[config.mk]
export PLATFORM = sky130hd
export DESIGN_NAME = lcd_strobe_port
export DESIGN_NICKNAME = d
export VERILOG_FILES = /design/src/logic/lcd_port_pkg.sv /design/src/logic/phase_timer_if.sv /design/src/logic/strobe_phase_timer.sv /design/src/logic/lcd_strobe_port.sv
export VERILOG_INCLUDE_DIRS = /design/src /design/src/logic
export SDC_FILE = /design/constraint.sdc
export NUM_CORES = 1
export LEC_CHECK = 0
export ABC_AREA = 1
export BUFFER_PORTS_ARGS = -buffer_cell sky130_fd_sc_hd__buf_2
export CAP_MARGIN = 25
export CORE_ASPECT_RATIO = 0.9
export CORE_UTILIZATION = 50
export DETAILED_ROUTE_END_ITERATION = 16
export GPL_TIMING_DRIVEN = 0
export HOLD_SLACK_MARGIN = 0.1
export PLACE_DENSITY = 0.73
export SLEW_MARGIN = 10
export SYNTH_ARGS = -nofsm -noshare
export SYNTH_HDL_FRONTEND = slang
export SYNTH_SLANG_ARGS = --single-unit
[constraint.sdc]
create_clock -name clk_in -period 3.31 [get_ports clk_in]
set_input_delay 0.1655 -clock clk_in [delete_from_list [all_inputs] [get_ports clk_in]]
set_output_delay 0.1655 -clock clk_in [all_outputs]
set_load 0.1 [all_outputs]
[src/logic/lcd_port_defines.svh]
// Constants for the enable-strobe LCD port: size codes, phase counts, lane layout.
// Assumes inclusion by bare name from any file of the port that needs them.
`ifndef LCD_PORT_DEFINES_SVH
`define LCD_PORT_DEFINES_SVH

// Transfer sizing codes on req_size_in
`define SIZE_NATIVE      2'h0
`define SIZE_32X16       2'h1
`define SIZE_16X8        2'h2
`define SIZE_32X8        2'h3

// Narrow phases per host transfer
`define PHASES_ONE       3'h1
`define PHASES_TWO       3'h2
`define PHASES_FOUR      3'h4

// Host word, pin bus and byte lane layout
`define HOST_W           32
`define PIN_W            16
`define LANE_W           8
`define LANES            4
`define LANE_ZERO        8'h00

// Lead counter value on the cycle that launches chip select
`define LEAD_LAST        1

// Smallest wait-state field width the sequencer can serve
`define WS_W_MIN         2

`endif

[src/logic/lcd_port_pkg.sv]
// Types shared by the enable-strobe LCD port modules.
// Assumes lcd_port_defines.svh is visible to the modules that use the size codes.
`default_nettype none

package lcd_port_pkg;

	// Sequencer states
	typedef enum logic [1:0] {
		ST_IDLE,
		ST_LEAD,
		ST_ACTIVE
	} seq_state_t;

	// Sizing code carried with a request
	typedef logic [1:0] bus_size_t;

endpackage

`default_nettype wire

[src/logic/phase_timer_if.sv]
// Carrier between the port sequencer and its per-phase strobe timer.
// Assumes one clock; the sequencer owns start and settings, the timer owns position.
`timescale 1ns/1ns
`default_nettype none

interface phase_timer_if #(
	parameter int WS_W = 4
);
	logic             start;
	logic [2:0]       bus_phase_count;
	logic [WS_W-1:0]  total;
	logic [WS_W-1:0]  setup;
	logic [WS_W-1:0]  pulse;
	logic             run;
	logic [WS_W-1:0]  t;
	logic [1:0]       phase;
	logic             e_high;
	logic             e_fall_cycle;
	logic             phase_end;
	logic             xfer_end;

	modport ctrl (
		output start, bus_phase_count, total, setup, pulse,
		input  run, t, phase, e_high, e_fall_cycle, phase_end, xfer_end
	);

	modport timer (
		input  start, bus_phase_count, total, setup, pulse,
		output run, t, phase, e_high, e_fall_cycle, phase_end, xfer_end
	);
endinterface

`default_nettype wire

[src/logic/strobe_phase_timer.sv]
// Per-phase position counter for the enable-strobe LCD port.
// Assumes start comes only while idle and settings hold steady while running.
`timescale 1ns/1ns
`default_nettype none

module strobe_phase_timer #(
	parameter int WS_W = 4
) (
	input  wire logic        clk_in,
	input  wire logic        arst_n_in,
	phase_timer_if.timer     tif
);
	logic             run_r;
	logic [WS_W-1:0]  t_r;
	logic [1:0]       phase_r;
	logic [WS_W:0]    t_wide;
	logic [WS_W:0]    fall_at;

	// Chip select window: one start, ends after the last phase
	always_ff @(posedge clk_in or negedge arst_n_in) begin
		if (!arst_n_in) begin
			run_r <= 1'h0;
		end else if (tif.start) begin
			run_r <= 1'h1;
		end else if (tif.xfer_end) begin
			run_r <= 1'h0;
		end
	end

	// Position inside a phase, each phase total+1 periods long
	always_ff @(posedge clk_in or negedge arst_n_in) begin
		if (!arst_n_in) begin
			t_r <= '0;
		end else if (tif.start || tif.phase_end) begin
			t_r <= '0;
		end else if (run_r) begin
			t_r <= WS_W'(t_r + 1'h1);
		end
	end

	// Phase index advances when a phase wraps
	always_ff @(posedge clk_in or negedge arst_n_in) begin
		if (!arst_n_in) begin
			phase_r <= '0;
		end else if (tif.start) begin
			phase_r <= '0;
		end else if (tif.phase_end) begin
			phase_r <= 2'(phase_r + 1'h1);
		end
	end

	// Strobe window set-up..set-up+pulse-1; widened so the sum cannot wrap
	assign t_wide           = {1'h0, t_r};
	assign fall_at          = WS_W'(0) + {1'h0, tif.setup} + {1'h0, tif.pulse};
	assign tif.run          = run_r;
	assign tif.t            = t_r;
	assign tif.phase        = phase_r;
	assign tif.e_high       = run_r && (t_wide >= {1'h0, tif.setup}) && (t_wide < fall_at);
	assign tif.e_fall_cycle = run_r && (tif.pulse != '0) && (t_wide == (fall_at - 1'h1));
	assign tif.phase_end    = run_r && (t_r == tif.total);
	assign tif.xfer_end     = tif.phase_end && ((3'(phase_r) + 3'h1) == tif.bus_phase_count);

endmodule // strobe_phase_timer

`default_nettype wire

[src/logic/lcd_strobe_port.sv]
// Enable-strobe (read/write line plus enable) parallel LCD port sequencer.
// Assumes synchronous request inputs; wait-state settings are sampled when a request is taken.
// External bus keepers hold the data pins once lcd_data_oe_out drops.
`timescale 1ns/1ns
`default_nettype none

`include "lcd_port_defines.svh"

module lcd_strobe_port
	import lcd_port_pkg::*;
#(
	parameter int WS_W   = 4,
	parameter int LEAD_W = 4,
	parameter int ADDR_W = 8
) (
	input  wire logic                clk_in,
	input  wire logic                arst_n_in,
	input  wire logic                req_valid_in,
	output logic                     req_ready_out,
	input  wire logic                req_write_in,
	input  wire bus_size_t           req_size_in,
	input  wire logic                req_rs_in,
	input  wire logic [ADDR_W-1:0]   req_addr_in,
	input  wire logic [`HOST_W-1:0]  req_wdata_in,
	input  wire logic [WS_W-1:0]     total_ws_in,
	input  wire logic [WS_W-1:0]     setup_ws_in,
	input  wire logic [WS_W-1:0]     pulse_ws_in,
	input  wire logic [LEAD_W-1:0]   select_lead_in,
	output logic                     done_out,
	output logic [`HOST_W-1:0]       rdata_out,
	output logic                     lcd_cs_n_out,
	output logic                     register_select_line_out,
	output logic [ADDR_W-1:0]        lcd_addr_out,
	output logic                     lcd_e_out,
	output logic                     lcd_rw_out,
	output logic [`PIN_W-1:0]        lcd_data_out,
	output logic                     lcd_data_oe_out,
	input  wire logic [`PIN_W-1:0]   lcd_data_in
);
	localparam int LEAD_CNT_W = LEAD_W + 3;

	// Refuse widths the counters cannot serve
	if (WS_W < `WS_W_MIN) begin : g_ws_check
		$error("WS_W too small for strobe placement");
	end
	if (LEAD_W < 1 || ADDR_W < 1) begin : g_w_check
		$error("LEAD_W and ADDR_W must be at least one bit");
	end

	seq_state_t               state_r;
	logic                     write_r;
	bus_size_t                size_r;
	logic                     rs_r;
	logic [ADDR_W-1:0]        addr_r;
	logic [`HOST_W-1:0]       wdata_r;
	logic [WS_W-1:0]          total_r;
	logic [WS_W-1:0]          setup_r;
	logic [WS_W-1:0]          pulse_r;
	logic [2:0]               bus_phase_count_r;
	logic [2:0]               bus_phase_count_nxt;
	logic [LEAD_CNT_W-1:0]    lead_cnt_r;
	logic [LEAD_CNT_W-1:0]    lead_nxt;
	logic                     select_valid_r;
	logic [`PIN_W-1:0]        data_r;
	logic                     done_r;
	logic                     accept;
	logic                     launch;
	logic                     narrow8_r;
	logic                     narrow8_cur;
	logic [`HOST_W-1:0]       wdata_cur;
	logic [1:0]               data_phase;
	logic                     first_cycle;
	logic                     last_cycle;

	phase_timer_if #(.WS_W(WS_W)) tif ();

	strobe_phase_timer #(
		.WS_W (WS_W)
	) u_timer (
		.clk_in    (clk_in),
		.arst_n_in (arst_n_in),
		.tif       (tif)
	);

	// Phase count from the sizing code of the incoming request
	always_comb begin
		case (req_size_in)
			`SIZE_NATIVE: bus_phase_count_nxt = `PHASES_ONE;
			`SIZE_32X16:  bus_phase_count_nxt = `PHASES_TWO;
			`SIZE_16X8:   bus_phase_count_nxt = `PHASES_TWO;
			`SIZE_32X8:   bus_phase_count_nxt = `PHASES_FOUR;
			default:      bus_phase_count_nxt = `PHASES_ONE;
		endcase
	end

	// Select lead scales with the phase count, as the select window does
	assign lead_nxt = LEAD_CNT_W'(select_lead_in) * LEAD_CNT_W'(bus_phase_count_nxt);

	// Request taken only when idle; ready is the handshake
	assign req_ready_out = (state_r == ST_IDLE);
	assign accept        = req_ready_out && req_valid_in;

	// Chip select launch: at once with no lead, else when the lead runs out
	assign launch = (accept && (lead_nxt == '0))
		|| ((state_r == ST_LEAD) && (lead_cnt_r == LEAD_CNT_W'(`LEAD_LAST)));

	// Settings go to the timer from the latched copy
	assign tif.start           = launch;
	assign tif.bus_phase_count = bus_phase_count_r;
	assign tif.total           = total_r;
	assign tif.setup           = setup_r;
	assign tif.pulse           = pulse_r;

	// Sequencer: idle, select lead, chip select window
	always_ff @(posedge clk_in or negedge arst_n_in) begin
		if (!arst_n_in) begin
			state_r <= ST_IDLE;
		end else begin
			case (state_r)
				ST_IDLE: begin
					if (accept) begin
						state_r <= (lead_nxt == '0) ? ST_ACTIVE : ST_LEAD;
					end
				end
				ST_LEAD: begin
					if (launch) begin
						state_r <= ST_ACTIVE;
					end
				end
				ST_ACTIVE: begin
					if (tif.xfer_end) begin
						state_r <= ST_IDLE;
					end
				end
				default: state_r <= ST_IDLE;
			endcase
		end
	end

	// Lead countdown; select leads chip select by exactly this many periods
	always_ff @(posedge clk_in or negedge arst_n_in) begin
		if (!arst_n_in) begin
			lead_cnt_r <= '0;
		end else if (accept) begin
			lead_cnt_r <= lead_nxt;
		end else if (state_r == ST_LEAD) begin
			lead_cnt_r <= LEAD_CNT_W'(lead_cnt_r - 1'h1);
		end
	end

	// Request capture; settings are frozen for the whole transfer
	always_ff @(posedge clk_in or negedge arst_n_in) begin
		if (!arst_n_in) begin
			write_r           <= 1'h0;
			size_r            <= `SIZE_NATIVE;
			rs_r              <= 1'h0;
			addr_r            <= '0;
			wdata_r           <= '0;
			total_r           <= '0;
			setup_r           <= '0;
			pulse_r           <= '0;
			bus_phase_count_r <= `PHASES_ONE;
		end else if (accept) begin
			write_r           <= req_write_in;
			size_r            <= req_size_in;
			rs_r              <= req_rs_in;
			addr_r            <= req_addr_in;
			wdata_r           <= req_wdata_in;
			total_r           <= total_ws_in;
			setup_r           <= setup_ws_in;
			pulse_r           <= pulse_ws_in;
			bus_phase_count_r <= bus_phase_count_nxt;
		end
	end

	// Register select window: from accept to the edge that drops chip select; the address holds until the next accept
	always_ff @(posedge clk_in or negedge arst_n_in) begin
		if (!arst_n_in) begin
			select_valid_r <= 1'h0;
		end else if (accept) begin
			select_valid_r <= 1'h1;
		end else if (tif.xfer_end) begin
			select_valid_r <= 1'h0;
		end
	end

	// Completion pulse, raised on the same edge that releases chip select
	always_ff @(posedge clk_in or negedge arst_n_in) begin
		if (!arst_n_in) begin
			done_r <= 1'h0;
		end else begin
			done_r <= (state_r == ST_ACTIVE) && tif.xfer_end;
		end
	end

	// Byte-wide phases for the two 8-bit sizings
	assign narrow8_r   = (size_r == `SIZE_16X8) || (size_r == `SIZE_32X8);
	assign narrow8_cur = (state_r == ST_IDLE)
		? ((req_size_in == `SIZE_16X8) || (req_size_in == `SIZE_32X8)) : narrow8_r;
	// Launch from idle sees the request word before it is latched
	assign wdata_cur   = (state_r == ST_IDLE) ? req_wdata_in : wdata_r;
	assign data_phase  = launch ? 2'h0 : 2'(tif.phase + 1'h1);

	// Narrow slice of the host word for one phase, low part first
	function automatic logic [`PIN_W-1:0] phase_slice(
		input logic [`HOST_W-1:0] word,
		input logic [1:0]         k,
		input logic               narrow8
	);
		logic [`HOST_W-1:0] shifted;
		shifted = narrow8 ? (word >> {k, 3'h0}) : (word >> {k[0], 4'h0});
		return narrow8 ? {`LANE_ZERO, shifted[`LANE_W-1:0]} : shifted[`PIN_W-1:0];
	endfunction

	// Write data loads with chip select and at each phase boundary
	always_ff @(posedge clk_in or negedge arst_n_in) begin
		if (!arst_n_in) begin
			data_r <= '0;
		end else if (launch) begin
			data_r <= phase_slice(wdata_cur, data_phase, narrow8_cur);
		end else if (tif.phase_end && !tif.xfer_end) begin
			data_r <= phase_slice(wdata_r, data_phase, narrow8_r);
		end
	end

	// First and last period of the chip select window
	assign first_cycle = tif.run && (tif.phase == 2'h0) && (tif.t == '0);
	assign last_cycle  = tif.xfer_end;

	// Read lanes: each byte captured on the enable fall of its own phase
	for (genvar j = 0; j < `LANES; j++) begin : g_lane
		localparam logic [1:0] SEL8  = 2'(j);
		localparam logic [1:0] SEL16 = 2'(j / 2);
		localparam int         PB16  = j % 2;
		logic [`LANE_W-1:0] lane_r;
		logic               hit;

		assign hit = tif.e_fall_cycle && !write_r
			&& (tif.phase == (narrow8_r ? SEL8 : SEL16));

		always_ff @(posedge clk_in or negedge arst_n_in) begin
			if (!arst_n_in) begin
				lane_r <= `LANE_ZERO;
			end else if (launch) begin
				lane_r <= `LANE_ZERO; // Lanes a sizing never fills read zero
			end else if (hit) begin
				// Sampled on the edge where enable falls
				lane_r <= narrow8_r ? lcd_data_in[`LANE_W-1:0]
					: lcd_data_in[PB16*`LANE_W +: `LANE_W];
			end
		end

		assign rdata_out[j*`LANE_W +: `LANE_W] = lane_r;
	end

	// Pin drive; strobes decode straight from timer flops, so no extra lag
	assign lcd_cs_n_out             = ~tif.run;
	assign register_select_line_out = select_valid_r & rs_r;
	assign lcd_addr_out             = addr_r;
	assign lcd_e_out                = tif.e_high;
	// Reads never pull the direction line low; writes skip first and last period
	assign lcd_rw_out               = ~(write_r && tif.run && !first_cycle && !last_cycle);
	assign lcd_data_out             = data_r;
	// Keepers take over in the final period, phases in between keep driving
	assign lcd_data_oe_out          = write_r && tif.run && !last_cycle;
	assign done_out                 = done_r;

	// The behaviour falls out of the direction decode above
	// high for reads, high again on the last chip select period of a write.
	// Strobe spacing between phases follows from the wrap of the timer.

endmodule // lcd_strobe_port

`default_nettype wire

## Yosys cells after proc, flatten, opt, wreduce, memory -nomap -nowiden

Index checks and enable logic that the tools add are counted.

| word-level totals | value |
|---|---|
| register bits | 125 |
| bits of input ports | 79 |
| output and inout bits | 63 |
| logic and storage cells | 137 |

| operators by class | value |
|---|---|
| $add $sub $neg | 6 |
| multiply operators | 1 |
| $lt $le $gt $ge | 2 |
| eq/ne operators | 17 |
| shift operators | 4 |
| muxes and demuxes | 36 |
| bitwise logic cells | 3 |
| reductions and logical operators | 47 |

Operators by type and width:

| cell | number |
|---|---|
| $shr A32 B5 Y16 | 4 |
| $mux W16 | 6 |
| $mux W8 | 9 |
| $mux W32 | 1 |
| $logic_and A1 B1 Y1 | 22 |
| $reduce_bool A2 Y1 | 10 |
| $mux W2 | 9 |
| $mux W7 | 2 |
| $eq A2 B2 Y1 const B | 5 |
| $pmux W3 S3 | 1 |
| $mux W4 | 2 |
| $eq A7 B1 Y1 const B | 1 |
| $logic_not A7 Y1 | 1 |
| $mul A4 B3 Y7 | 1 |
| $sub A7 B1 Y7 const B | 1 |
| $logic_not A2 Y1 | 3 |
| $pmux W2 S3 | 1 |
| $add A4 B4 Y5 | 1 |
| $eq A4 B5 Y1 | 1 |
| $lt A4 B5 Y1 | 1 |
| $mux W1 | 5 |
| $sub A5 B1 Y5 const B | 1 |
| $add A4 B1 Y4 const B | 1 |
| $eq A2 B1 Y1 const B | 2 |
| other kinds (17) | 25 |

## Depth between registers and ports, before layout

Gate-level depths: netlist of run 1.

| depth | value |
|---|---|
| depth after elaboration | 13 |
| mapped depth | 22 |
| gate-level depth less buffers | 21 |

## Modules after synthesis

A second synthesis of run 1 with hierarchy kept.

| second synthesis, totals | value |
|---|---|
| cells, all modules | 1024 |
| area, all modules | 7417.1 um^2 |

Modules (own cells, without submodules):

| module | instances | cells each | area each (um^2) | seq. area each (um^2) |
|---|---|---|---|---|
| lcd_strobe_port | 1 | 883 | 6462.4 | 2929.1 |
| strobe_phase_timer | 1 | 141 | 954.7 | 175.2 |

## Worst setup path after synthesis of run 1

No wires, ideal clock.

| timing | value |
|---|---|
| path kind | register to output |
| start | register u_timer.phase_r[0], in the netlist u_timer.tif.phase[0] |
| end | output port lcd_rw_out |
| arrival time | 4.429 ns |
| required time | 3.144 ns |
| slack | -1.284 ns |
| stages on the path, launching flop included | 8 |
| buffers on the path | 0 |
| cell sequence | dfrtp_1 -> clkinv_1 -> ha_1 -> xor2_1 -> nand3b_1 -> nor2_1 -> nor2_1 -> o21ai_0 |

| between the ends | value |
|---|---|
| longest elaborated chain between the ends | 7 |
| elaborated cells between the ends (all ways) | 11 |
| those cells by class | add/sub (1); eq/ne (1); bitwise (1); reduce/logical (8) |

Ends and longest elaborated chain:

| what | RTL line | source |
|---|---|---|
| from (decl) | strobe_phase_timer.sv:15 | `logic [1:0] phase_r;` |
| from (signal assigned) | strobe_phase_timer.sv:48 | `phase_r <= 2'(phase_r + 1'h1);` |
| branches (longest 5 deep; another with $add A2 B1 Y3) | -- |  |
| $logic_and A1 B1 Y1 (*) | lcd_strobe_port.sv:262 | `assign lcd_rw_out = ~(write_r && tif.run && !first_cycle && !last_cycle);` |
| $not A1 Y1 (*) | lcd_strobe_port.sv:262 |  |
| to (decl) | lcd_strobe_port.sv:35 | `output logic lcd_rw_out,` |

Mark *: on every way between the ends.

## Final worst setup path of run 1

| timing | value |
|---|---|
| start | input port req_size_in[1] |
| end | register data_r[10], in the netlist lcd_data_out[10] |

| between the ends | value |
|---|---|
| longest elaborated chain between the ends | 13 |
| elaborated cells between the ends (all ways) | 24 |
| those cells by class | mul (1); eq/ne (3); shift (4); mux (9); reduce/logical (7) |

Ends and longest elaborated chain:

| what | RTL line | source |
|---|---|---|
| from (decl) | lcd_strobe_port.sv:21 | `input wire bus_size_t req_size_in,` |
| $eq A2 B2 Y1 or $eq A2 B1 Y1 (tied branches) | lcd_strobe_port.sv:87 | `case (req_size_in)` |
| $reduce_or A2 Y1 (no line) | -- |  |
| $pmux W3 S3 (*) | lcd_strobe_port.sv:87 |  |
| via bus_phase_count_nxt[1] | lcd_strobe_port.sv:60 | `logic [2:0] bus_phase_count_nxt;` |
| $mul A4 B3 Y7 (*) | lcd_strobe_port.sv:97 | `assign lead_nxt = LEAD_CNT_W'(select_lead_in) * LEAD_CNT_W'(bus_phase_count_nxt);` |
| $logic_not A7 Y1 (*) | lcd_strobe_port.sv:104 | `assign launch = (accept && (lead_nxt == '0))` |
| $logic_and A1 B1 Y1 (*) | lcd_strobe_port.sv:104 |  |
| $logic_or A1 B1 Y1 (*) | lcd_strobe_port.sv:104 |  |
| $mux W2 | lcd_strobe_port.sv:202 | `assign data_phase = launch ? 2'h0 : 2'(tif.phase + 1'h1);` |
| $shr A32 B5 Y16 | lcd_strobe_port.sv:211 | `shifted = narrow8 ? (word >> {k, 3'h0}) : (word >> {k[0], 4'h0});` |
| $mux W16 | lcd_strobe_port.sv:211 |  |
| $mux W16 | lcd_strobe_port.sv:212 | `` return narrow8 ? {`LANE_ZERO, shifted[`LANE_W-1:0]} : shifted[`PIN_W-1:0]; `` |
| $mux W16 | lcd_strobe_port.sv:221 | `end else if (tif.phase_end && !tif.xfer_end) begin` |
| $mux W16 | lcd_strobe_port.sv:219 | `end else if (launch) begin` |
| to (signal assigned) | lcd_strobe_port.sv:220 | `data_r <= phase_slice(wdata_cur, data_phase, narrow8_cur);` |
| to (signal assigned) | lcd_strobe_port.sv:222 | `data_r <= phase_slice(wdata_r, data_phase, narrow8_r);` |
| to (decl) | lcd_strobe_port.sv:64 | `` logic [`PIN_W-1:0] data_r; `` |

Mark *: on every way through the listed nets, which the timed path passes. The rest lies on a longest branch. The select of a mux whose other input is x is not followed.
A chain may end at the register's enable or synchronous reset.

==> impl_results.md, run 1 <==
- Worst EP arrival: 3.50 ns
- Port bufs: 141
- Synth async-reset ratio: 100%
- Sw Share: 20.2%
- First-pass GRT wire length: 37500 um
- Total congestion overflow: 0
- Clk_lat worst skew: 0.42 ns
- CP Buf/Inv Count: 5
- Area leader, netlist: dfrtp_1
- # DRC: 0
- Clock power frac: 56.2%
- Number of routed nets with antenna violations: 0
- Crit path capture type: flop
- Setup slack after layout: 0.159 ns
- Final period util: 95.2%
- Yosys reg bits: 124
- Width of the die: 131 um
- Clock root buffer: clkbuf_16
- Die Area: 15500 um2
- Final Slew Violations: 0
- Initial DRC count: 692
- Top post-synthesis cells by count: 365 x nand2_1, 123 x dfrtp_1, 98 x nand3_1
- Number of global-route vias before repair: 7444
- Crit Path Max Fanout: 10
- Post-Syn Area: 7510 um2
- Vias/cell: 5.35
- Synthesized area per cell: 7.39 um2
- Max incr delay on CP: 0.51 ns
- Antenna fix cells: 0
- Cell internal pwr: 0.00317 W
- Power Dens Cells: 400 nW/um2
- CP Launch Type: input port
- Slowest CP cell: fa_1
- Syn Inst Count: 1017
- Post-synth EDFFs: 0
- Clock buffer depth: 2
- Synth top area share: 41.0%
- DR pass1 iterations: 7
- CTS H-tree lvls: 4
- Top delay family on crit path: adder cells
- Initial core utilization: 51.1%
- GRT Total Usage: 30.8%
- Main flop type after synthesis: dfrtp_1
- Share of cells above drive strength 1: 18.9%
- P_sw: 0.000805 W
- Reg clk slew, reported paths: 0.06 ns
- Max_slew headroom: 55.2%
- Post-DR wirelength/cell: 16.0 um
- Core Area: 14700 um2
- Hold Path Class: input port to flop
- Clock sink count: 124
- Measured slew at the worst slew-check pin: 0.669 ns
- Post-layout nets: 1353
- Final wirelength: 23300 um
- Max-cap viol count: 0
- Fmax: 317 MHz
- Status: finished clean
- Sequential cell area fraction in the yosys report: 41.3%
- VDD IR max: 0.424 mV
- Antenna violations before repair: 0
- Endpoints failing setup: 0
- Share of power burned in registers: 38.1%
- Setup TNS: 0 ns
- Final Skew: 0.00880 ns
- P_leak: 5.49 nW
- Synth top area cells: dfrtp_1 41%, nand2_1 18%, nand3_1 6.5%
- Syn_nets: 1128
- CP required: 3.66 ns
- Post-DP HPWL: 16600 um
- CTS Buf Count: 17
- Hold Fails Final Rpt: 0
- Synth cell types: 45
- Top-count cell post-synth: nand2_1
- Gate power share: 5.7%
- Worst-path cell chain: buf_2 > inv_1 > ha_4 > nand2_1 > fa_1 > inv_1 > ha_2 > fa_1 > xnor2_1 > nand2_1 > nor2_4 > nand3_4 > nand4_4 > inv_2 > buf_2 > o211ai_1 > nand2_1 > nand2_1
- Routability cong.: 1.01
- Critical path class: input port to flop
- Die Y: 118 um
- Routed vias: 7771
- Unrepaired setup endpoints after global routing: false
- CTS tree: yes
- IO Pins: 142
- Largest net degree at the start of global routing: 76
- Area growth from synthesis to layout: 32.3%
- Ys Warns: 0
- Most Frequent Cell on Critical Path: nand2_1
- Min Tclk post-route: 3.15 ns
- Pre-CTS worst setup slack: -0.481 ns
- Cell row count: 42
cells by family after synthesis:
kind of cell | Yosys count | synth area share, %
compound gates | 125 | 9.49
xor+xnor | 18 | 2.10
fa+ha+maj | 32 | 5.73
buf+inv | 154 | 8.18
flops | 124 | 41.3
mux | 8 | 1.07
simple gates | 556 | 32.1
routing by layer:
metal  GRT usage, %  up-vias  routed length [um]
li1               -     3758                   -
met3           6.05       51                1870
met1           43.5     3610               10400
met4           9.49        0                 536
met5              0        -                   0
met2           47.6      352               10500
layout make-up:
class	instances	area (um2)
sequential	124	3100
tap	198	248
buffer	45	223
multi-input combinational	739	3870
fill	1244	4770
inverter	108	408
clock inverter	11	236
timing repair buffer	207	1380
clock buffer	21	470
placed cells by master, fill, tap and decap left out, types with 5 or more instances in the layout:
cell           count
a21oi_1           22
a22oi_1            7
buf_2            145
buf_4             11
bufinv_16          7
clkbuf_1          26
clkbuf_16         17
dfrtp_1          123
dlygate4sd3_1     58
ha_1              25
inv_1             95
inv_2             10
mux2i_1            8
nand2_1          360
nand2_2            6
nand3_1           97
nand4_1           36
nor2_1            37
nor2_4             5
o211ai_1          11
o21ai_0           69
xor2_1            15
worst paths after layout:
check / start / end / slack, ns / cells past startpoint
hold / removal: lcd_data_in[3] / g_lane[0].lane_r[3] / 0.14 / 5
max in group asynchronous: arst_n_in / bus_phase_count_r[0] / 2.30 / 3
setup reg to reg: u_timer.tif.phase[0] / lcd_data_out[8] / 0.46 / 10
hold reg to reg: lcd_addr_out[3] / lcd_addr_out[3] / 0.48 / 2
setup / recovery: req_size_in[1] / lcd_data_out[10] / 0.16 / 18
min in group asynchronous: arst_n_in / g_lane[0].lane_r[4] / 0.26 / 2
flip-flops by register name, indices dropped and copies added, names as in the netlist, 2 cells and up:
name,flops
u_timer.tif.t,4
lead_cnt_r,7
lcd_addr_out,8
g_lane.lane_r,32
wdata_r,32
pulse_r,4
u_timer.tif.phase,2
state_r,2
lcd_data_out,16
setup_r,4
bus_phase_count_r,3
tif.total,4
worst register-to-register path: stages, from the launching register on:
cell      delay (ns)
dfrtp_1         0.48
clkinv_1        0.32
ha_1            0.48
a21oi_2         0.34
clkinv_1        0.28
nand3_1         0.19
clkbuf_4        0.25
inv_2           0.10
a21oi_1         0.19
nand2_1         0.09
nand2_1         0.07
through the flow:
stage | total power [W] | util [%] | hold WS [ns] | cell area, um2 | instances
floorplan | 0.00160 | - | -0.130 | 7520 | 1017
global placement | 0.00170 | 57.6 | 0.362 | 8470 | 1356
detailed placement | 0.00171 | 57.8 | 0.141 | 8510 | 1357
CTS | 0.00398 | 66.6 | 0.137 | 9800 | 1447
global route | 0.00408 | 67.6 | 0.160 | 9940 | 1453
finish | 0.00398 | 67.6 | 0.144 | 9940 | 1453
timing repair:
action                                  4_1_cts  5_1_grt
setup buffers                                 0        7
cloned                                        0        0
gates resized for setup                       2       27
endpoints found under the hold margin       106        0
hold buffers                                 58        0
endpoints found under the setup margin        9       51
pin swaps                                     0        6
power groups by stage:
| stage | Sequential, W | Clock, W | Combinational (W) |
|---|---|---|---|
| final | 0.00152 | 0.00224 | 0.000226 |
| after global routing | 0.00152 | 0.00232 | 0.000249 |
| after CTS | 0.00152 | 0.00225 | 0.000215 |
| after detailed placement | 0.00154 | 0 | 0.000162 |
| after global placement | 0.00154 | 0 | 0.000155 |
| after floorplan | 0.00154 | 0 | 0.0000555 |
No activity file was read; power rests on OpenSTA's default activity.
==> run 2: changes to the inputs <==
--- a/config.mk
+++ b/config.mk
@@ -14,8 +14,9 @@
 export DETAILED_ROUTE_END_ITERATION = 16
 export GPL_TIMING_DRIVEN = 0
 export HOLD_SLACK_MARGIN = 0.1
-export PLACE_DENSITY = 0.73
+export PLACE_DENSITY = 0.85
 export SLEW_MARGIN = 10
 export SYNTH_ARGS = -nofsm -noshare
 export SYNTH_HDL_FRONTEND = slang
+export SYNTH_HIERARCHICAL = 1
 export SYNTH_SLANG_ARGS = --single-unit
==> run 2 against run 1 <==
Final cell count up 0.62%. Largest cell class unchanged. Critical endpoint is now g_lane[3].lane_r[4]. Via count grew 2.0%. Clock skew grew 0.0021 ns. Area after synthesis decreased by 1.3%. Register-to-register slack worse by 0.32 ns. Sequential power barely moved.
==> impl_results.md, run 2 <==
- Hold Path Class: input port to flop
- CTS H-tree lvls: 4
- Synth top area share: 41.5%
- P_sw: 0.000833 W
- First-pass GRT wire length: 37300 um
- Crit path capture type: flop
- P_leak: 5.22 nW
- Width of the die: 130 um
- Endpoints failing setup: 0
- Post-Syn Area: 7420 um2
- Worst EP arrival: 3.46 ns
- Share of power burned in registers: 40.6%
- Total Power: 0.00373 W
- Start of the worst register-to-register path: setup_r[0]
- Commonest non-fill, non-tap cells in the layout: 386 x nand2_1, 146 x buf_2, 122 x dfrtp_1, 112 x inv_1, 80 x o21ai_0
- CTS tree: yes
- WL met1: 9590 um
- Post-DR wirelength/cell: 16.2 um
- Measured slew at the worst slew-check pin: 0.779 ns
- Largest net degree at the start of global routing: 91
- Sequential cell area fraction in the yosys report: 41.9%
- Crit Path Max Fanout: 10
- Area leader, netlist: dfrtp_1
- Hold Path Cell Cnt: 3
- Worst Hold Path EP: size_r[1]
- Hold Fails Final Rpt: 0
- Synthesized area per cell: 7.24 um2
- Clock sink count: 124
- Cell row count: 41
- Sw Share: 22.3%
- Final period util: 95.7%
- CTS Buf Count: 17
- Min Tclk post-route: 3.17 ns
- Syn_nets: 1134
- Yosys reg bits: 124
- Vias/cell: 5.42
- Worst reg2reg path endpoint: g_lane[3].lane_r[4]
- Routability cong.: 0.943
- Final Slew Violations: 0
- Power Dens Cells: 378 nW/um2
- DR pass1 iterations: 5
- Reg clk slew, reported paths: 0.06 ns
- Met3 wire len: 2230 um
- Number of global-route vias before repair: 7675
- Routed vias: 7930
- GRT Total Usage: 31.7%
- Clock power frac: 52.7%
- Post-DP HPWL: 15200 um
- Storage cell area: 3110 um2
- Share of cells above drive strength 1: 20.8%
- CP Launch Type: flop
- Post-layout nets: 1364
- Setup slack after layout: 0.143 ns
- Critical path class: flop to flop
- Max_slew headroom: 48.1%
- Flop-to-flop setup slack: 0.14 ns
- Gate power share: 6.7%
- Placed Area: 8420 um2
- Top layer in use: met4
- Antenna violations before repair: 2
- Status: finished clean
- VDD IR max: 0.376 mV
- Cell internal pwr: 0.00290 W
- Final instance area: 9880 um2
- # DRC: 0
- IO Pins: 142
- Max-cap viol count: 0
- Filler cell count: 1093
- Clk_lat worst skew: 0.43 ns
- Final wirelength: 23700 um
- Fmax: 316 MHz
- Top-count cell post-synth: nand2_1
- Pre-CTS worst setup slack: -0.562 ns
- Main flop type after synthesis: dfrtp_1
- Area occupied by multi-input gates: 3750 um2
- Top post-synthesis cells by count: 391 x nand2_1, 123 x dfrtp_1, 117 x inv_1
- Synth async-reset ratio: 100%
- Total congestion overflow: 0
- Initial DRC count: 747
- Final Skew: 0.0109 ns
- Ys Warns: 6
- Initial core utilization: 52.0%
- Synth cell types: 45
- Syn Inst Count: 1024
- Number of routed nets with antenna violations: 0
- CP required: 3.60 ns
- Die Y: 118 um
- Port bufs: 141
- Die Area: 15300 um2
- Area growth from synthesis to layout: 33.3%
- Clock buffer depth: 2
- R2R cell count: 20
- Core Area: 14300 um2
- Post-synth EDFFs: 0
- Min-delay src: req_size_in[1]
- Wire length on met2: 10900 um
- Clock root buffer: clkbuf_16
- Synth top area cells: dfrtp_1 41%, nand2_1 20%, inv_1 5.9%
- Commonest non-fill, non-tap cell in the layout: nand2_1
-- run 2: cell count changes in the layout (fill, tap and decap cells not counted), moves of 11 or more --
cell,previous run,this run
nand4_1,36,3
nand3_1,97,44
xor2_1,15,3
o21ai_0,69,80
o21ai_1,1,28
nor2_1,37,51
inv_1,95,112
nand2_1,360,386
-- run 2: kinds of logic after synthesis --
logic type,Yosys count,share of synthesized area (%)
simple gates,522,29.4
buf+inv,170,9.46
compound gates,169,12.7
flops,124,41.9
fa+ha+maj,31,5.63
xor+xnor,7,0.827
mux,1,0.152
-- run 2: layout make-up --
| class | count | area share [%] |
|---|---|---|
| tap | 193 | 2.44 |
| multi-input combinational | 730 | 37.9 |
| clock buffer | 22 | 4.90 |
| clock inverter | 10 | 1.39 |
| sequential | 124 | 31.4 |
| timing repair buffer | 211 | 14.4 |
| buffer | 42 | 2.53 |
| inverter | 128 | 4.95 |
| antenna | 2 | 0.0506 |
-- run 2: what timing repair did --
action                     4_1_cts  5_1_grt
pin swaps                        0        9
hold buffers                    63        0
resized for setup                1       52
setup endpoints to repair        1       55
gates cloned                     0        1
hold endpoints to repair       189        0
setup buffers                    0        5
-- run 2: critical path, stage by stage (launching register included) --
cell	delay, ns
dfrtp_1	0.41
ha_2	0.22
fa_1	0.50
inv_1	0.06
ha_1	0.30
inv_1	0.04
nand2_1	0.06
nand3_1	0.07
nor2_1	0.10
nand2_1	0.06
nor2_1	0.09
nand3_1	0.12
nor2_4	0.17
nand2_2	0.08
a21oi_2	0.11
o21ai_1	0.09
nand2_2	0.12
nand2_4	0.10
buf_6	0.15
nand2_1	0.07
o21ai_0	0.11
-- run 2: power by group through the flow --
stage / Sequential (W) / Clock [W] / Combinational [W]
after CTS: 0.00152 / 0.00196 / 0.000225
after detailed placement: 0.00154 / 0 / 0.000167
final: 0.00152 / 0.00197 / 0.000251
after floorplan: 0.00154 / 0 / 0.0000585
after global routing: 0.00152 / 0.00203 / 0.000277
after global placement: 0.00154 / 0 / 0.000157
-- run 2: how the worst max path moves through the flow --
stage,start,endpoint,slack (ns)
final,setup_r[0],g_lane[3].lane_r[4],0.14
after global routing,setup_r[0],g_lane[3].lane_r[4],-0.08
after CTS,setup_r[0],g_lane[3].lane_r[5],0.002
after detailed placement,req_size_in[1],lcd_data_out[3],-0.56
after global placement,req_size_in[1],lcd_data_out[3],-0.48
after floorplan,u_timer/tif.phase[0],lcd_rw_out,-0.66
-- run 2: per-layer routing --
metal,up-vias,GRT usage [%]
met2,500,49.7
met3,95,7.45
li1,3710,-
met5,-,0
met1,3625,40.2
met4,0,17.1
-- run 2: stage by stage --
stage,hold WS [ns],utilization (%),TNS (ns),cells
floorplan,-0.130,-,-0.656,1024
global placement,0.360,58.8,-11.78,1358
detailed placement,0.0765,59.0,-18.16,1359
CTS,0.100,67.8,0,1454
global route,0.105,69.3,-0.512,1462
finish,0.112,69.3,0,1462
==> run 3: changes to the inputs <==
--- a/config.mk
+++ b/config.mk
@@ -10,11 +10,10 @@
 export BUFFER_PORTS_ARGS = -buffer_cell sky130_fd_sc_hd__buf_2
 export CAP_MARGIN = 25
 export CORE_ASPECT_RATIO = 0.9
-export CORE_UTILIZATION = 50
+export CORE_UTILIZATION = 42
 export DETAILED_ROUTE_END_ITERATION = 16
 export GPL_TIMING_DRIVEN = 0
 export HOLD_SLACK_MARGIN = 0.1
-export PLACE_DENSITY = 0.85
 export SLEW_MARGIN = 10
 export SYNTH_ARGS = -nofsm -noshare
 export SYNTH_HDL_FRONTEND = slang
==> constraint.sdc (replaced) <==
create_clock -name clk_in -period 4 [get_ports clk_in]
set_input_delay 0.2 -clock clk_in [delete_from_list [all_inputs] [get_ports clk_in]]
set_output_delay 0.2 -clock clk_in [all_outputs]
set_load 0.1 [all_outputs]
==> run 3 against run 2 <==
Non-clock buffer count decreased by 13. First-iteration DRC count is 23% lower. Core utilization fell by 13 points. Largest power group unchanged. Highest routed layer unchanged. Critical path depth shrank 1. Flip-flop and latch count did not move. Global-route usage decreased by 6.7 points. Via count is 7.5% lower.
==> impl_results.md, run 3 (synthesized netlist as in run 2, its figures left out) <==
- Area occupied by multi-input gates: 3630 um2
- Max incr delay on CP: 0.53 ns
- End-of-flow core utilization: 56.3%
- Die Area: 18200 um2
- Slowest CP cell: o21ai_0
- Initial core utilization: 43.5%
- CTS H-tree lvls: 4
- CP required: 4.36 ns
- CTS tree: yes
- Initial DRC count: 575
- Post-DR wirelength/cell: 14.5 um
- Hold Fails Final Rpt: 0
- Final instance area: 9610 um2
- Top delay family on crit path: adder cells
- IO Pins: 142
- Die Y: 128 um
- # DRC: 0
- Setup slack after layout: 0.464 ns
- Routed vias: 7334
- GRT Total Usage: 25.0%
- Unrepaired setup endpoints after global routing: false
- Storage cell area: 3110 um2
- Clock buffer depth: 2
- Commonest non-fill, non-tap cell in the layout: nand2_1
- Reg clk slew, reported paths: 0.06 ns
- Hold_buf cts: 55
- Antenna fix cells: 0
- Hold Path Class: input port to flop
- Crit Path Max Fanout: 9
- Antenna violations before repair: 0
- Fmax: 283 MHz
- Post-layout nets: 1351
- R2R cell count: 20
- Placed Cells: 1401
- Endpoints failing setup: 0
- Number of routed nets with antenna violations: 0
- Port bufs: 141
- Area growth from synthesis to layout: 29.6%
- Pre-CTS worst setup slack: 0.0911 ns
- Crit path capture type: flop
- Critical path class: input port to flop
- Vias/cell: 4.93
- Clock root buffer: clkbuf_16
- Filler cell count: 1688
- Post-CTS Resized: 0
- Cell row count: 45
- P_leak: 5.12 nW
- Clock sink count: 124
- Largest net degree at the start of global routing: 74
- Final Non-Filler Cells: 1489
- Worst-path cell chain: buf_2 > inv_1 > ha_1 > nand2_1 > fa_1 > inv_1 > ha_1 > fa_1 > inv_1 > nand2_1 > nor2_1 > nand2_1 > nor2_2 > nand3_4 > nand3_2 > inv_1 > o21ai_0 > nand3_1 > nand3_1
- CTS Buf Count: 17
- Post-DP HPWL: 15700 um
- Max-cap viol count: 0
- Clk_lat worst skew: 0.42 ns
- Power Dens Cells: 307 nW/um2
- Placed Area: 8470 um2
- Core Area: 17100 um2
- Final Slew Violations: 0
- Number of global-route vias before repair: 6963
- Flop-to-flop setup slack: 0.71 ns
- First-pass GRT wire length: 35300 um
- Measured slew at the worst slew-check pin: 0.640 ns
- CP Buf/Inv Count: 5
- VDD IR max: 0.307 mV
- Status: finished clean
- CP Launch Type: input port
- Share of cells above drive strength 1: 18.8%
- Final Skew: 0.0116 ns
- Min Tclk post-route: 3.54 ns
- Worst EP arrival: 3.90 ns
- Most Frequent Cell on Critical Path: inv_1
- Number of cells on the critical path: 19
- Commonest non-fill, non-tap cells in the layout: 391 x nand2_1, 156 x buf_2, 122 x dfrtp_1, 116 x inv_1, 83 x o21ai_0
- Hold Path Cell Cnt: 3
- Routability cong.: 0.945
- Max_slew headroom: 57.2%
- Total congestion overflow: 0
- Final period util: 88.4%
- Setup repair bufs after CTS: 0
- Final wirelength: 21600 um
- DR pass1 iterations: 7
- Width of the die: 142 um
-- run 3: changes by cell type in the layout (fill, tap and decap cells not counted), sizes merged --
cell / delta
diode: -2
dlygate4sd3: -7
clkinvlp: -1
clkinv: +3
clkbuf: -4
bufinv: -1
buf: -3
-- run 3: power breakdown --
part	internal [W]	switching, W
Clock	0.000946	0.000572
Combinational	0.0000864	0.0000916
Sequential	0.00126	0
Total	0.00229	0.000664
-- run 3: layer usage --
metal  vias up  part of all wire (%)  routed length (um)  global-route usage (%)
li1       3691                     -                   -                       -
met1      3420                    48               10500                    35.0
met2       205                    45                9750                    39.2
met3        18                   5.4                1180                    4.74
met4         0                   1.1                 235                    7.40
met5         -                     0                   0                       0
-- run 3: per-stage QoR --
step | TNS [ns] | total power, W | hold WS, ns
after CTS | 0 | 0.00298 | 0.100
after floorplan | -0.000714 | 0.00133 | -0.0956
after detailed placement | 0 | 0.00141 | 0.179
final | 0 | 0.00295 | 0.117
after global routing | 0 | 0.00305 | 0.111
after global placement | 0 | 0.00141 | 0.395
-- run 3: final timing paths --
check / start / endpoint
worst min-delay path: lcd_data_in[9] / g_lane[1].lane_r[1]
min in group asynchronous: arst_n_in / g_lane[0].lane_r[1]
worst min register to register: lcd_data_out[9] / lcd_data_out[9]
worst max-delay path: req_size_in[1] / lcd_data_out[3]
max in group asynchronous: arst_n_in / bus_phase_count_r[0]
worst max register to register: setup_r[0] / g_lane[3].lane_r[4]
-- run 3: area by class of cell --
| type | instances | share of cell area, % |
|---|---|---|
| tap | 235 | 3.06 |
| clock inverter | 11 | 1.24 |
| buffer | 42 | 2.24 |
| sequential | 124 | 32.3 |
| inverter | 128 | 5.09 |
| multi-input combinational | 730 | 37.8 |
| clock buffer | 21 | 4.79 |
| timing repair buffer | 198 | 13.5 |
-- run 3: tightest hold or removal path: stages --
cell	delay, ns
buf_2	0.08
o22ai_1	0.10
o21ai_1	0.12
